==> src/cat_pkg.sv <==
package cat_pkg;

    // ----------------------------------------
    // register map (byte addresses)
    // ----------------------------------------
    localparam logic [7:0] CAT_OFF_COUNT_LOW  = 8'h00;
    localparam logic [7:0] CAT_OFF_COUNT_HIGH = 8'h04;
    localparam logic [7:0] CAT_OFF_MODE       = 8'h08;
    localparam logic [7:0] CAT_OFF_IRQ_EN     = 8'h0C;
    localparam logic [7:0] CAT_OFF_MOD_CTRL   = 8'h10;
    localparam logic [7:0] CAT_OFF_MOD_CMP    = 8'h28;

    // ----------------------------------------
    // counter mode register fields
    // ----------------------------------------
    localparam int CAT_MODE_ECF_BIT  = 0;
    localparam int CAT_MODE_SEL_LSB  = 1;
    localparam int CAT_MODE_WDOG_BIT = 6;
    localparam int CAT_MODE_IDLE_BIT = 7;
    localparam int CAT_MODE_FLAG_BIT = 8;
    localparam logic [7:0] CAT_MODE_RESET = 8'h40;

    // irq enable register fields
    localparam int CAT_IRQ_GLOBAL_BIT = 0;
    localparam int CAT_IRQ_ARRAY_BIT  = 1;

    // module control fields
    localparam int CAT_MC_MODE_LSB = 0;
    localparam int CAT_MC_EN_BIT   = 3;

    // ----------------------------------------
    // timebase selections and dividers
    // ----------------------------------------
    typedef enum logic [2:0] {
        CAT_TB_DIV12  = 3'h0,
        CAT_TB_DIV4   = 3'h1,
        CAT_TB_T0OVF  = 3'h2,
        CAT_TB_EXTIN  = 3'h3,
        CAT_TB_SYS    = 3'h4,
        CAT_TB_XOSC8  = 3'h5,
        CAT_TB_RTC8   = 3'h6
    } cat_timebase_t;

    typedef enum logic [2:0] {
        CAT_CM_CAPTURE = 3'h0,
        CAT_CM_SWTIMER = 3'h1,
        CAT_CM_HSOUT   = 3'h2,
        CAT_CM_FREQOUT = 3'h3,
        CAT_CM_PWM8    = 3'h4,
        CAT_CM_PWM16   = 3'h5
    } cat_modmode_t;

    localparam int CAT_DIV12 = 12;
    localparam int CAT_DIV4  = 4;
    localparam int CAT_OSC_DIV = 8;
    localparam int CAT_NUM_MODULES = 6;
    localparam int CAT_WDOG_MODULE = 5;

endpackage

==> src/cat_counter_array.sv <==
`timescale 1ns/1ps
module cat_counter_array
    import cat_pkg::*;
#(
    parameter int NUM_MODULES = CAT_NUM_MODULES
) (
    // clock and reset
    input  wire logic        ref_clk,
    input  wire logic        rst_n,
    // apb slave
    input  wire logic        psel,
    input  wire logic        penable,
    input  wire logic        pwrite,
    input  wire logic [7:0]  paddr,
    input  wire logic [31:0] pwdata,
    output logic             pready,
    output logic [31:0]      prdata,
    output logic             pslverr,
    // count sources
    input  wire logic        timer0Overflow,
    input  wire logic        externalCountInput,
    input  wire logic        oscDiv8,
    input  wire logic        rtcDiv8,
    input  wire logic        cpuIdle,
    // module io lines and irq
    input  wire logic [5:0]  moduleIoIn,
    output logic [5:0]       moduleIoLine,
    output logic             overflowIrq
);

    // only six module slots are decoded in the register map
    if (NUM_MODULES != CAT_NUM_MODULES) begin : g_bad_modules
        $error("cat_counter_array supports six modules only");
    end

    // ----------------------------------------
    // input synchronisers
    // ----------------------------------------
    logic [2:0] syncA;
    logic [2:0] syncB;
    logic [2:0] syncC;
    logic [5:0] ioA;
    logic [5:0] ioB;
    logic [5:0] ioC;

    always_ff @(posedge ref_clk) begin
        if (!rst_n) begin
            syncA <= 3'h0;
            syncB <= 3'h0;
            syncC <= 3'h0;
            ioA   <= 6'h00;
            ioB   <= 6'h00;
            ioC   <= 6'h00;
        end else begin
            syncA <= {rtcDiv8, oscDiv8, externalCountInput};
            syncB <= syncA;
            syncC <= syncB;
            ioA   <= moduleIoIn;
            ioB   <= ioA;
            ioC   <= ioB;
        end
    end

    // ----------------------------------------
    // prescaler
    // ----------------------------------------
    logic [3:0] div12Cnt;
    logic [1:0] div4Cnt;
    logic [3:0] next_div12Cnt;
    logic [1:0] next_div4Cnt;

    always_comb begin
        next_div12Cnt = (div12Cnt == 4'(CAT_DIV12 - 1)) ? 4'h0
                                                       : div12Cnt + 4'h1;
        next_div4Cnt  = div4Cnt + 2'h1;
    end

    always_ff @(posedge ref_clk) begin
        if (!rst_n) begin
            div12Cnt <= 4'h0;
            div4Cnt  <= 2'h0;
        end else begin
            div12Cnt <= next_div12Cnt;
            div4Cnt  <= next_div4Cnt;
        end
    end

    // ----------------------------------------
    // registers
    // ----------------------------------------
    logic [15:0] count;
    logic [7:0]  snapHigh;
    logic [7:0]  modeReg;
    logic        ovfFlag;
    logic [1:0]  irqEn;
    logic [3:0]  modCtrl [6];
    logic [15:0] modCmp  [6];
    logic [5:0]  ioOut;
    logic [5:0]  modFlag;

    logic [15:0] next_count;
    logic [7:0]  next_snapHigh;
    logic [7:0]  next_modeReg;
    logic        next_ovfFlag;
    logic [1:0]  next_irqEn;
    logic [3:0]  next_modCtrl [6];
    logic [15:0] next_modCmp  [6];
    logic [5:0]  next_ioOut;
    logic [5:0]  next_modFlag;
    logic [31:0] next_prdata;
    logic        next_pready;
    logic        next_pslverr;
    logic        next_irq;

    logic        tick;
    logic        wrEn;
    logic        rdEn;
    logic        wdog;
    logic [2:0]  sel;
    logic [2:0]  mIdx;
    logic        mapped;
    logic [2:0]  cm;
    logic [5:0]  modSet;

    function automatic logic [2:0] modIndex(input logic [7:0] a,
                                            input logic [7:0] base);
        logic [7:0] d;
        d = (a - base) >> 2;
        return d[2:0];
    endfunction

    // shared by software timer, high-speed output and watchdog
    function automatic logic cmpHit(input logic        t,
                                    input logic [15:0] c,
                                    input logic [15:0] m);
        return t && (c == m);
    endfunction

    always_comb begin
        sel  = modeReg[CAT_MODE_SEL_LSB +: 3];
        wdog = modeReg[CAT_MODE_WDOG_BIT];
        // misaligned writes must not land in a neighbour
        wrEn = psel && penable && pwrite && !pready
               && (paddr[1:0] == 2'h0);
        rdEn = psel && penable && !pwrite && !pready;
        case (sel)
            CAT_TB_DIV12: tick = (div12Cnt == 4'h0);
            CAT_TB_DIV4:  tick = (div4Cnt == 2'h0);
            CAT_TB_T0OVF: tick = timer0Overflow;
            CAT_TB_EXTIN: tick = syncC[0] && !syncB[0];
            CAT_TB_SYS:   tick = 1'b1;
            CAT_TB_XOSC8: tick = !syncC[1] && syncB[1];
            CAT_TB_RTC8:  tick = !syncC[2] && syncB[2];
            default:      tick = 1'b0;
        endcase
        if (modeReg[CAT_MODE_IDLE_BIT] && cpuIdle) begin
            tick = 1'b0;
        end
        next_count = tick ? count + 16'h0001 : count;
        next_ovfFlag = ovfFlag;
        next_snapHigh = snapHigh;
        next_modeReg = modeReg;
        next_irqEn = irqEn;
        next_modCtrl = modCtrl;
        next_modCmp = modCmp;
        next_ioOut = ioOut;
        next_modFlag = modFlag;
        next_prdata = prdata;
        next_pslverr = 1'b0;
        next_pready = psel && penable && !pready;
        mapped = 1'b1;
        mIdx = 3'h0;
        modSet = 6'h00;
        cm = 3'h0;
        if (paddr >= CAT_OFF_MOD_CMP) begin
            mIdx = modIndex(paddr, CAT_OFF_MOD_CMP);
        end else if (paddr >= CAT_OFF_MOD_CTRL) begin
            mIdx = modIndex(paddr, CAT_OFF_MOD_CTRL);
        end
        for (int i = 0; i < 6; i++) begin
            cm = modCtrl[i][CAT_MC_MODE_LSB +: 3];
            if (modCtrl[i][CAT_MC_EN_BIT]) begin
                case (cm)
                    CAT_CM_CAPTURE: if (ioC[i] != ioB[i]) begin
                        next_modCmp[i] = count;
                        modSet[i] = 1'b1;
                    end
                    CAT_CM_SWTIMER: if (cmpHit(tick, count, modCmp[i])) begin
                        modSet[i] = 1'b1;
                    end
                    CAT_CM_HSOUT: if (cmpHit(tick, count, modCmp[i])) begin
                        next_ioOut[i] = !ioOut[i];
                        modSet[i] = 1'b1;
                    end
                    CAT_CM_FREQOUT:
                        if (tick && count[7:0] == modCmp[i][7:0]) begin
                            next_ioOut[i] = !ioOut[i];
                            next_modCmp[i][7:0] = modCmp[i][7:0]
                                                  + modCmp[i][15:8];
                        end
                    CAT_CM_PWM8:
                        next_ioOut[i] = (count[7:0] >= modCmp[i][15:8]);
                    CAT_CM_PWM16:
                        next_ioOut[i] = (count >= modCmp[i]);
                    default: next_ioOut[i] = ioOut[i];
                endcase
            end
        end
        // watchdog expiry holds flag on module 5
        if (wdog && cmpHit(tick, count, modCmp[CAT_WDOG_MODULE])) begin
            modSet[CAT_WDOG_MODULE] = 1'b1;
        end
        if (wrEn) begin
            case (paddr)
                CAT_OFF_COUNT_LOW:  next_count[7:0]  = pwdata[7:0];
                CAT_OFF_COUNT_HIGH: next_count[15:8] = pwdata[7:0];
                CAT_OFF_MODE: begin
                    if (!wdog || !pwdata[CAT_MODE_WDOG_BIT]) begin
                        next_modeReg = pwdata[7:0];
                    end
                    if (!pwdata[CAT_MODE_FLAG_BIT]) begin
                        next_ovfFlag = 1'b0;
                    end
                end
                CAT_OFF_IRQ_EN: next_irqEn = pwdata[1:0];
                default: begin
                    if (paddr >= CAT_OFF_MOD_CMP && mIdx < 3'h6) begin
                        next_modCmp[mIdx] = pwdata[15:0];
                    end else if (paddr >= CAT_OFF_MOD_CTRL
                                 && mIdx < 3'h6) begin
                        next_modCtrl[mIdx] = pwdata[3:0];
                        next_modFlag[mIdx] = pwdata[4] & modFlag[mIdx];
                    end else begin
                        mapped = 1'b0;
                    end
                end
            endcase
        end
        // hardware set beats a software clear in the same cycle
        next_modFlag = next_modFlag | modSet;
        if (rdEn) begin
            case (paddr)
                CAT_OFF_COUNT_LOW: begin
                    next_prdata = {24'h0, count[7:0]};
                    next_snapHigh = count[15:8];
                end
                CAT_OFF_COUNT_HIGH: next_prdata = {24'h0, snapHigh};
                CAT_OFF_MODE:
                    next_prdata = {23'h0, ovfFlag, modeReg};
                CAT_OFF_IRQ_EN: next_prdata = {30'h0, irqEn};
                default: begin
                    if (paddr >= CAT_OFF_MOD_CMP && mIdx < 3'h6) begin
                        next_prdata = {16'h0, modCmp[mIdx]};
                    end else if (paddr >= CAT_OFF_MOD_CTRL
                                 && mIdx < 3'h6) begin
                        next_prdata = {27'h0, modFlag[mIdx],
                                       modCtrl[mIdx]};
                    end else begin
                        mapped = 1'b0;
                        next_prdata = 32'h0;
                    end
                end
            endcase
        end
        if ((paddr[1:0] != 2'h0)
            || (paddr >= CAT_OFF_MOD_CMP + 8'h18)) begin
            mapped = 1'b0;
        end
        // refused reads return zero, never stale data
        if (rdEn && !mapped) begin
            next_prdata = 32'h0;
        end
        next_pslverr = next_pready && !mapped;
        // wrap sets flag, set beats clear
        if (tick && count == 16'hFFFF) begin
            next_ovfFlag = 1'b1;
        end
        next_irq = ovfFlag && modeReg[CAT_MODE_ECF_BIT]
                   && irqEn[CAT_IRQ_GLOBAL_BIT] && irqEn[CAT_IRQ_ARRAY_BIT];
    end

    always_ff @(posedge ref_clk) begin
        if (!rst_n) begin
            count       <= 16'h0000;
            snapHigh    <= 8'h00;
            modeReg     <= CAT_MODE_RESET;
            ovfFlag     <= 1'b0;
            irqEn       <= 2'h0;
            modCtrl     <= '{default: 4'h0};
            modCmp      <= '{default: 16'hFFFF};
            ioOut       <= 6'h3F;
            modFlag     <= 6'h00;
            prdata      <= 32'h0000_0000;
            pready      <= 1'b0;
            pslverr     <= 1'b0;
            overflowIrq <= 1'b0;
        end else begin
            count       <= next_count;
            snapHigh    <= next_snapHigh;
            modeReg     <= next_modeReg;
            ovfFlag     <= next_ovfFlag;
            irqEn       <= next_irqEn;
            modCtrl     <= next_modCtrl;
            modCmp      <= next_modCmp;
            ioOut       <= next_ioOut;
            modFlag     <= next_modFlag;
            prdata      <= next_prdata;
            pready      <= next_pready;
            pslverr     <= next_pslverr;
            overflowIrq <= next_irq;
        end
    end

    assign moduleIoLine = ioOut;

endmodule // cat_counter_array

==> config.mk <==
export PLATFORM = sky130hd
export DESIGN_NAME = cat_counter_array
export DESIGN_NICKNAME = d
export VERILOG_FILES = /design/src/cat_pkg.sv /design/src/cat_counter_array.sv
export SDC_FILE = /design/constraint.sdc
export NUM_CORES = 1
export LEC_CHECK = 0
export BUFFER_PORTS_ARGS = -buffer_cell sky130_fd_sc_hd__buf_4
export CELL_PAD_IN_SITES_DETAIL_PLACEMENT = 1
export CELL_PAD_IN_SITES_GLOBAL_PLACEMENT = 2
export CORE_UTILIZATION = 34
export DETAILED_ROUTE_END_ITERATION = 7
export GPL_ROUTABILITY_DRIVEN = 1
export PLACE_DENSITY = 0.9
export SLEW_MARGIN = 20
export SYNTH_ARGS = -nofsm -noshare
export SYNTH_HDL_FRONTEND = slang
export SYNTH_SLANG_ARGS = --single-unit
==> constraint.sdc <==
create_clock -name ref_clk -period 2.75 [get_ports ref_clk]
set_input_delay 0.6875 -clock ref_clk [delete_from_list [all_inputs] [get_ports ref_clk]]
set_output_delay 0.6875 -clock ref_clk [all_outputs]
set_load 0.02 [all_outputs]
## Word-level counts from Yosys, hierarchy flattened

Index checks and enable logic that the tools add are counted.

- $add $sub $neg: 11
- $lt $le $gt $ge: 20
- Equality and inequality tests: 72
- Mux-type cells: 121
- Bitwise gates (word level): 6
- Reduce and logical (&&, ||, !) cells: 90

Operators by type and width:

| cell | number |
|---|---|
| 16-bit two-way mux | 18 |
| 96-bit two-way mux | 3 |
| 8-bit two-way mux | 14 |
| 96-bit bitwise mux | 1 |
| 16-bit == test | 6 |
| 16-bit >= comparator | 6 |
| 8-bit case mux with 2 select lines | 6 |
| 16-bit case mux with 4 select lines | 1 |
| 8-bit adder | 6 |
| 16-bit binary-select mux with 3-bit select | 1 |
| 16-bit demux with 3-bit select | 1 |
| 8-bit == test | 6 |
| 8-bit >= comparator | 6 |
| 1-bit two-way mux | 47 |
| 3-bit == test, second input constant | 15 |
| 3-bit by 2-bit == test with 1-bit output, second input constant | 14 |
| 1-bit logical AND | 34 |
| 4-bit AND reduction | 7 |
| 24-bit bitwise mux | 1 |
| 6-bit two-way mux | 4 |
| 2-bit inequality test, second input constant | 12 |
| 1-bit case mux with 4 select lines | 6 |
| 4-bit nonzero test | 6 |
| 3-bit by 1-bit == test with 1-bit output, second input constant | 7 |
| 44 further kinds | 92 |

- Bits in registers: 235
- Output and inout bits: 41
- Word-level logic and storage cells: 356

## Longest topological paths before layout

Gate-level depths: netlist of the first run.

- Word-level depth: 17
- Mapped depth: 13
- Mapped depth without buffers: 10

## Worst setup path after synthesis of the first run

OpenSTA, ideal clock, no wires.

- Path type: in2reg
- Start point: in paddr[3]
- End point: reg prdata[1]
- Data arrival time: 2799 ps
- Slack: -129 ps
- Stages on the path: 10
- Buffers on the path: 2
- Path through: buf_2 -> inv_1 -> ha_1 -> and3b_1 -> mux2i_1 -> clkbuf_1 -> o221ai_1 -> a211oi_1 -> o21ai_0 -> a211oi_2

- Longest elaborated chain between the ends: 17
- Elaborated cells on any way between the ends: 38
- Those cells by class: 2 x add/sub; 4 x order compare; 3 x eq/ne; 20 x mux; 1 x bitwise; 8 x reduce/logical

Ends and longest elaborated chain:

| item | RTL line | text |
|---|---|---|
| from (decl) | cat_counter_array.sv:14 | `input wire logic [7:0] paddr,` |
| 8-bit by 5-bit >= comparator with 1-bit output / 5-bit subtractor (equally long branches) | n/a |  |
| 3-bit two-way mux | cat_counter_array.sv:177 | `end else if (paddr >= CAT_OFF_MOD_CTRL) begin` |
| 3-bit two-way mux | cat_counter_array.sv:175 | `if (paddr >= CAT_OFF_MOD_CMP) begin` |
| 3-bit < comparator | n/a |  |
| 1-bit logical AND | cat_counter_array.sv:230, cat_counter_array.sv:255 |  |
| 1-bit two-way mux | cat_counter_array.sv:229 | `end else if (paddr >= CAT_OFF_MOD_CTRL` |
| 1-bit two-way mux | cat_counter_array.sv:227 | `if (paddr >= CAT_OFF_MOD_CMP && mIdx < 3'h6) begin` |
| 1-bit two-way mux | cat_counter_array.sv:214 | `case (paddr)` |
| 1-bit two-way mux | cat_counter_array.sv:213 | `if (wrEn) begin` |
| 1-bit two-way mux | cat_counter_array.sv:254 | `end else if (paddr >= CAT_OFF_MOD_CTRL` |
| 1-bit two-way mux | cat_counter_array.sv:252 | `if (paddr >= CAT_OFF_MOD_CMP && mIdx < 3'h6) begin` |
| 1-bit two-way mux | cat_counter_array.sv:242 | `case (paddr)` |
| 1-bit two-way mux | cat_counter_array.sv:241 | `if (rdEn) begin` |
| 1-bit two-way mux | cat_counter_array.sv:265 | `if ((paddr[1:0] != 2'h0)` |
| 1-bit zero test | cat_counter_array.sv:270 | `if (rdEn && !mapped) begin` |
| 1-bit logical AND | cat_counter_array.sv:270 |  |
| 2-bit OR reduction (no source line) | n/a |  |
| to (signal assigned) | cat_counter_array.sv:307 | `prdata <= next_prdata;` |
| to (decl) | cat_counter_array.sv:17 | `output logic [31:0] prdata,` |

Several ways; a longest one is shown, not always the timed one. The select of a mux whose other input is x is not followed.
A chain may end at the register's enable or synchronous reset.

## Worst setup path in the final report of the first run

- Start point: reg count[4]
- End point: reg modCmp[7] (netlist bit)

- Longest elaborated chain between the ends: 9

Ends and longest elaborated chain:

| item | RTL line | text |
|---|---|---|
| from (decl) | cat_counter_array.sv:91 | `logic [15:0] count;` |
| from (signal assigned) | cat_counter_array.sv:298 | `count <= next_count;` |
| 8-bit == test * | cat_counter_array.sv:196 | `if (tick && count[7:0] == modCmp[i][7:0]) begin` |
| 1-bit logical AND * | cat_counter_array.sv:196 |  |
| 8-bit two-way mux * | cat_counter_array.sv:196 |  |
| 8-bit case mux with 2 select lines * | cat_counter_array.sv:183 | `case (cm)` |
| 16-bit two-way mux * | cat_counter_array.sv:182 | `if (modCtrl[i][CAT_MC_EN_BIT]) begin` |
| 96-bit bitwise mux | cat_counter_array.sv:228 | `next_modCmp[mIdx] = pwdata[15:0];` |
| 96-bit two-way mux | cat_counter_array.sv:227 |  |
| 96-bit two-way mux | cat_counter_array.sv:214 |  |
| 96-bit two-way mux * | cat_counter_array.sv:213 |  |
| to (signal assigned) | cat_counter_array.sv:304 | `modCmp <= next_modCmp;` |
| to (decl) | cat_counter_array.sv:97 | `logic [15:0] modCmp [6];` |

Mark *: on every way between the ends. The rest lies on a longest branch, timed or not.

==> qor.csv, run 1 <==
stage;metric;value;unit
pwr;Final Power;8.79;mW
drt;DR DRC count;0;
grt;largest net degree at the start of global routing;48;
critical_path;crit-path most repeated cell;buf_4;
finish;Final nets;2653;
finish;final core utilization;42.8;%
clock_network;H-tree levels;1;
finish;share of cells above drive strength 1;17.9;%
grt;initial antenna violation count;3;
timing;measured slew at the worst slew-check pin;1130;ps
synth;Syn Area/Cell;7.88;sq um
drt;DRT Pass-1 Iters;5;
floorplan;die width;226;um
clock_network;clock-pin slew on the worst setup and hold paths;60;ps
timing;Fin. Hold Viols;0;
clock_network;clock root buffer;clkbuf_16;
critical_path;Req. time, crit path;3200;ps
critical_path;WS Path Type;reg2reg;
drt;Post-DRT Antenna Nets;0;
place;HPWL after DPL;62500;um
critical_path;CP endpoint kind;register;
finish;most frequent cells in the layout;buf_4, dfxtp_1, nor2_1, nand2_1, ha_1;
timing;clock skew;30.2;ps
critical_path;Top delay family on crit path;simple AND/OR/NAND/NOR gates;
finish;Filler Cell Count;5975;
synth;flops & latches, synth;219;
critical_path;worst setup path endpoint;modCmp[7];
hold_path;hold path depth;2;
critical_path;Worst R2R Path Depth;9;
place;dpl cells;3026;
critical_path;Worst Setup SP;count[4];
run_status;status;finished, final reports clean;
floorplan;core area;49300;sq um
critical_path;r2r startpoint;count[4];
floorplan;area of the die;51200;sq um
timing;setup violators final;0;
synth;Syn Std Cell Area;17100;sq um
critical_path;slowest CP cell;dfxtp_1;
critical_path;critical path depth;9;
drt;DR vias/cell;6.04;
synth;FFs w/ async S/R, synth;0;%
timing;Slew Limit Headroom;24.0;%
pwr;Pwr Density;417;nW/um^2
critical_path;RR Endpoint;modCmp[7];
finish;synthesis-to-layout area growth;23.2;%
floorplan;site row count;81;
finish;Final Non-Filler Cells;3078;
clock_network;maximum clock insertion buffer count;3;
clock_network;cts bufs inserted;28;
floorplan;I/O Pins;97;
critical_path;critical-path maximum fanout;5;
synth;ys flop type;dfxtp_1;
clock_network;Hold Buf Count CTS;0;
timing;fin. max-slew vios;0;
floorplan;Die H;226;um
drt;DR vias;18600;
job;# Max-Cap Violations;0;
floorplan;Initial Util;34.7;%
timing;final period utilization;98.5;%
critical_path;Crit path buffers/inverters;2;
clock_network;CTS tree;yes;
finish;most common cell after layout, fill and taps aside;buf_4;
grt;GR Overflow Total;0;
critical_path;delay of the slowest cell on the worst path;430;ps
synth;sequential-to-total area share from yosys stat;25.6;%
grt;number of global-route vias before repair;18900;
critical_path;type of origin of the critical path;register;
critical_path;CP arrival;3160;ps
clock_network;clock sinks;219;
timing;post-layout min period;2710;ps
timing;fmax;0.369;GHz
drt;DR iter-0 viols;1550;
grt;GRT Util Overall;31.6;%
hold_path;HP Class;in2reg;
drt;WL final;81500;um
synth;EDFF count, synth;0;
place;Port Buffers;64;
finish;Ant. Diodes;0;
critical_path;reg2reg setup slack;40;ps
synth;Yosys warning total;0;
grt;first-pass GRT wire length;121000;um
drt;WL per Instance;26.5;um
pwr;VDD IR-drop max;0.417;mV
synth;Synth Instances;2171;
place;Final GP Congestion;1.05;
critical_path;crit-path cells;buf_4, ha_1, and4_1, and3_1, nand4_1, buf_4, nor3b_1, mux2i_1, o21ai_0;
pwr;leakage;9.95;nW
clock_network;clock latency on the worst-skew pair;590;ps
synth;Synth cell types;104;
==> area by class of cell <==
class | count | area (sq um) | share of cell area, %
tap | 664 | 831 | 3.94
sequential | 219 | 4390 | 20.8
inverter | 138 | 522 | 2.48
clock inverter | 14 | 263 | 1.25
timing repair buffer | 321 | 2690 | 12.7
clock buffer | 36 | 752 | 3.57
multi-input combinational | 1686 | 11600 | 55.2
==> layer usage <==
metal | GRT usage [%] | part of all wire, % | routed length (um) | vias up
met5 | 0 | 0.041 | 33 | -
met4 | 14.0 | 4.8 | 3910 | 4
met3 | 3.91 | 7.9 | 6440 | 197
met2 | 49.7 | 44 | 35700 | 811
met1 | 43.2 | 43 | 35400 | 9249
li1 | - | - | - | 8336
==> power by group <==
part	total, mW	switching (mW)	leakage [nW]	internal [mW]
logic	1.31	0.822	7.70	0.492
registers	3.27	0.0461	1.78	3.23
clock network	4.20	1.62	0.477	2.58
total	8.79	2.49	9.95	6.30
==> Yosys cell counts (6+ instances only) <==
| cell | count | area [sq um] |
|---|---|---|
| nor3b_1 | 6 | 45.0 |
| a221oi_1 | 21 | 184 |
| ha_1 | 197 | 2460 |
| nand3_1 | 44 | 220 |
| o31ai_1 | 7 | 52.6 |
| nor2b_1 | 24 | 150 |
| a221o_1 | 10 | 100 |
| o221ai_1 | 19 | 166 |
| a31oi_1 | 26 | 163 |
| or3_1 | 6 | 37.5 |
| dfxtp_1 | 219 | 4380 |
| a211oi_1 | 50 | 375 |
| and3_1 | 18 | 113 |
| nand4_1 | 27 | 169 |
| clkbuf_1 | 81 | 304 |
| o21bai_1 | 9 | 67.6 |
| fa_1 | 6 | 120 |
| and2_1 | 41 | 257 |
| nand3b_1 | 7 | 52.6 |
| a311oi_1 | 6 | 52.6 |
| o21ai_1 | 29 | 145 |
| buf_4 | 22 | 165 |
| nor4_1 | 19 | 119 |
| a21o_1 | 19 | 143 |
| and4_1 | 10 | 87.6 |
| nor2_1 | 204 | 766 |
| nand2b_1 | 12 | 75.1 |
| o21a_1 | 11 | 82.6 |
| a21oi_1 | 128 | 641 |
| o21ai_0 | 149 | 746 |
| xnor2_1 | 20 | 175 |
| a22oi_1 | 12 | 90.1 |
| xor2_1 | 27 | 236 |
| buf_1 | 8 | 30.0 |
| nand2_1 | 203 | 762 |
| mux2i_1 | 69 | 691 |
| inv_1 | 137 | 514 |
| a32oi_1 | 7 | 61.3 |
| nor3_1 | 50 | 250 |
| o211ai_1 | 57 | 428 |
| buf_6 | 8 | 90.1 |
| o22ai_1 | 9 | 56.3 |
| buf_2 | 24 | 120 |
==> worst min-delay path by stage <==
stage,start,endpoint,slack (ps)
final,oscDiv8,syncA[1],310
after CTS,oscDiv8,syncA[1],290
after global placement,div4Cnt[0],div4Cnt[0],400
after global routing,moduleIoIn[4],ioA[4],320
after floorplan,div4Cnt[0],div4Cnt[0],390
after detailed placement,div4Cnt[0],div4Cnt[0],420
==> worst register-to-register path, stage by stage, from the launching register on <==
cell     delay (ps)
dfxtp_1         430
buf_4           230
ha_1            270
and4_1          240
and3_1          230
nand4_1         270
buf_4           250
nor3b_1         350
mux2i_1         230
o21ai_0         100
==> state kept, by name, summed over array words and instances, names as in the netlist, 8 cells and up <==
name,cells
modeReg,8
prdata,16
modCmp,96
count,16
modCtrl,21
snapHigh,8
==> kinds of logic (layout without fill, tap and decap cells) <==
family                     after synthesis  after routing  synth area share, %
AOI/OAI and AO/OA                      638            638                 25.0
xor gates and xnor gates                47             47                 2.41
adders and majority gates              203            203                 15.1
buffers and inverters                  281            509                 7.17
DFF                                    219            219                 25.6
muxes                                   73             73                 4.43
other                                    1             16               0.0219
and+or+nand+nor                        709            709                 20.2
==> repair_timing <==
action,4_1_cts,5_1_grt
setup endpoints to repair,0,25
setup buffers,0,2
gates resized for setup,0,15
==> stage by stage <==
step	worst slack (ps)	instance area, sq um	hold WS (ps)	TNS (ps)
floorplan	17.6	17200	393	0
global placement	-437	20000	400	-16290
detailed placement	-473	20000	418	-19840
CTS	5.63	21000	295	0
global route	-21.8	21100	317	-21.8
finish	41.0	21100	308	0
Note: power is estimated with default switching activity, not from simulation.
==> run 2: changes to the inputs <==
RECOVER_POWER = 100   (was default)
==> run 2 against run 1 <==
Compared with the run above: clock power barely moved; non-clock buffer count did not move; wire length barely moved; critical path depth did not move; worst setup slack got worse by 28 ps; cell area fell by 1.2%; final cell count did not move; via count rose by 0.18%; total power fell by 0.27%; global-route usage did not move; maximum frequency fell by 1.0%; largest power group unchanged; highest routed layer unchanged.
==> qor.csv, run 2 (same netlist as run 1, synthesis figures left out) <==
stage;metric;value;unit;change
drt;WL per Instance;26.5;um;about the same
timing;Fin. Hold Viols;0;;unchanged
clock_network;H-tree levels;1;;unchanged
grt;largest net degree at the start of global routing;48;;unchanged
timing;Slew Limit Headroom;22.5;%;was 24.0%
timing;setup ws final;13.0;ps;was 41.0 ps
job;# Max-Cap Violations;0;;unchanged
drt;DR vias;18600;;about the same
run_status;status;finished, final reports clean;;unchanged
clock_network;clock-pin slew on the worst setup and hold paths;60;ps;about the same
drt;Post-DRT Antenna Nets;0;;unchanged
finish;max reg flops;96;;unchanged
pwr;VDD IR-drop max;0.421;mV;was 0.417 mV
critical_path;CP arrival;3190;ps;was 3160 ps
clock_network;Hold Buf Count CTS;0;;unchanged
clock_network;clock root buffer;clkbuf_16;;unchanged
pwr;Final Power;8.77;mW;was 8.79 mW
clock_network;CTS tree;yes;;unchanged
pwr;Pwr Density;421;nW/um^2;was 417 nW/um^2
critical_path;critical-path maximum fanout;5;;unchanged
finish;final instance area;20800;sq um;was 21100 sq um
critical_path;Worst Setup SP;count[4];;unchanged
grt;GRT Util Overall;31.6;%;unchanged
finish;most frequent cells in the layout;buf_4, dfxtp_1, nor2_1;;was buf_4, dfxtp_1, nor2_1, nand2_1, ha_1
critical_path;Req. time, crit path;3200;ps;about the same
finish;share of cells above drive strength 1;15.8;%;was 17.9%
floorplan;area of the die;51200;sq um;unchanged
drt;WL final;81500;um;about the same
timing;clock skew;30.1;ps;was 30.2 ps
place;Final GP Congestion;1.05;;unchanged
timing;fin. max-slew vios;0;;unchanged
grt;first-pass GRT wire length;121000;um;unchanged
floorplan;site row count;81;;unchanged
timing;setup violators final;0;;unchanged
hold_path;hold_sp;oscDiv8;;unchanged
critical_path;CP endpoint kind;register;;unchanged
finish;most common cell after layout, fill and taps aside;buf_4;;unchanged
drt;DR iter-0 viols;1539;;was 1550
place;HPWL after DPL;62500;um;unchanged
floorplan;Die H;226;um;unchanged
timing;fmax;0.365;GHz;was 0.369 GHz
finish;Biggest register;modCmp;;unchanged
drt;DR DRC count;0;;unchanged
grt;GR Overflow Total;0;;unchanged
critical_path;type of origin of the critical path;register;;unchanged
place;dpl cell area;20000;sq um;unchanged
finish;synthesis-to-layout area growth;21.7;%;was 23.2%
floorplan;I/O Pins;97;;unchanged
critical_path;WS Path Type;reg2reg;;unchanged
finish;Final nets;2653;;unchanged
critical_path;reg2reg setup slack;10;ps;was 40 ps
clock_network;clock sinks;219;;unchanged
grt;number of global-route vias before repair;18900;;unchanged
grt;initial antenna violation count;3;;unchanged
timing;final period utilization;99.5;%;was 98.5%
floorplan;core area;49300;sq um;unchanged
timing;measured slew at the worst slew-check pin;1160;ps;was 1130 ps
finish;Largest regs;modCmp: 96 flops, modCtrl: 21 flops;;unchanged
floorplan;Initial Util;34.7;%;unchanged
clock_network;cts bufs inserted;28;;unchanged
clock_network;clock latency on the worst-skew pair;590;ps;about the same
finish;Ant. Diodes;0;;unchanged
drt;DR vias/cell;6.05;;was 6.04
timing;post-layout min period;2740;ps;was 2710 ps
hold_path;HP Class;in2reg;;unchanged
critical_path;r2r startpoint;count[4];;unchanged
clock_network;maximum clock insertion buffer count;3;;unchanged
drt;DRT Pass-1 Iters;5;;unchanged
pwr;leakage;9.75;nW;was 9.95 nW
place;worst slack, placed;-473;ps;unchanged
floorplan;die width;226;um;unchanged
place;Port Buffers;64;;unchanged
-- run 2: changes by cell type in the layout (fill, tap and decap cells not counted), moves of 8 or more --
cell	change
clkbuf_1	+42
o21ai_1	-8
o21ai_0	+8
and2_1	-10
and2_0	+10
buf_4	-54
clkbuf_2	+9
-- run 2: worst paths after layout --
kind,cells past startpoint,to
max,9,modCmp[7]
min,2,syncA[1]
max reg2reg,9,modCmp[7]
min reg2reg,1,syncB[2]
-- run 2: layout make-up --
| type | instances | area [sq um] |
|---|---|---|
| fillers | 6006 | 28400 |
| multi-input cells | 1686 | 11600 |
| repair buffers | 321 | 2470 |
| clock buffers | 36 | 752 |
| inverters | 138 | 522 |
| well taps | 664 | 831 |
| flip-flops and latches | 219 | 4390 |
| clock inverters | 14 | 263 |
-- run 2: through the flow --
stage               utilization, %  hold slack (ps)  std cells  setup TNS [ps]
finish                        42.3              307       3078               0
global route                  42.3              317       3078           -21.9
CTS                           42.7              295       3076               0
detailed placement            40.6              418       3026          -19840
global placement              40.6              400       3026          -16290
floorplan                        -              393       2186               0
-- run 2: critical path, cell delays in order (launching register included) --
cell and delay, ps:
dfxtp_1 570, buf_4 230, ha_1 130, and4_1 230, and3_1 230, nand4_1 260, buf_4 250, nor3b_1 370
mux2i_1 230, o21ai_0 100
-- run 2: timing repair --
action,in CTS,in global routing
resized for setup,0,15
setup endpoints to repair,0,25
setup buffers,0,2
-- run 2: routing by layer --
metal	part of all wire (%)	vias up	track usage (%)
met5	0.040	-	0
met4	4.9	4	14.0
met3	8.1	199	3.91
met2	44	843	49.7
met1	43	9238	43.2
li1	-	8346	-
-- run 2: report_power, final --
| part | internal [mW] | switching (mW) |
|---|---|---|
| combinational | 0.468 | 0.820 |
| sequential | 3.23 | 0.0463 |
| clock | 2.58 | 1.62 |
| total | 6.28 | 2.49 |
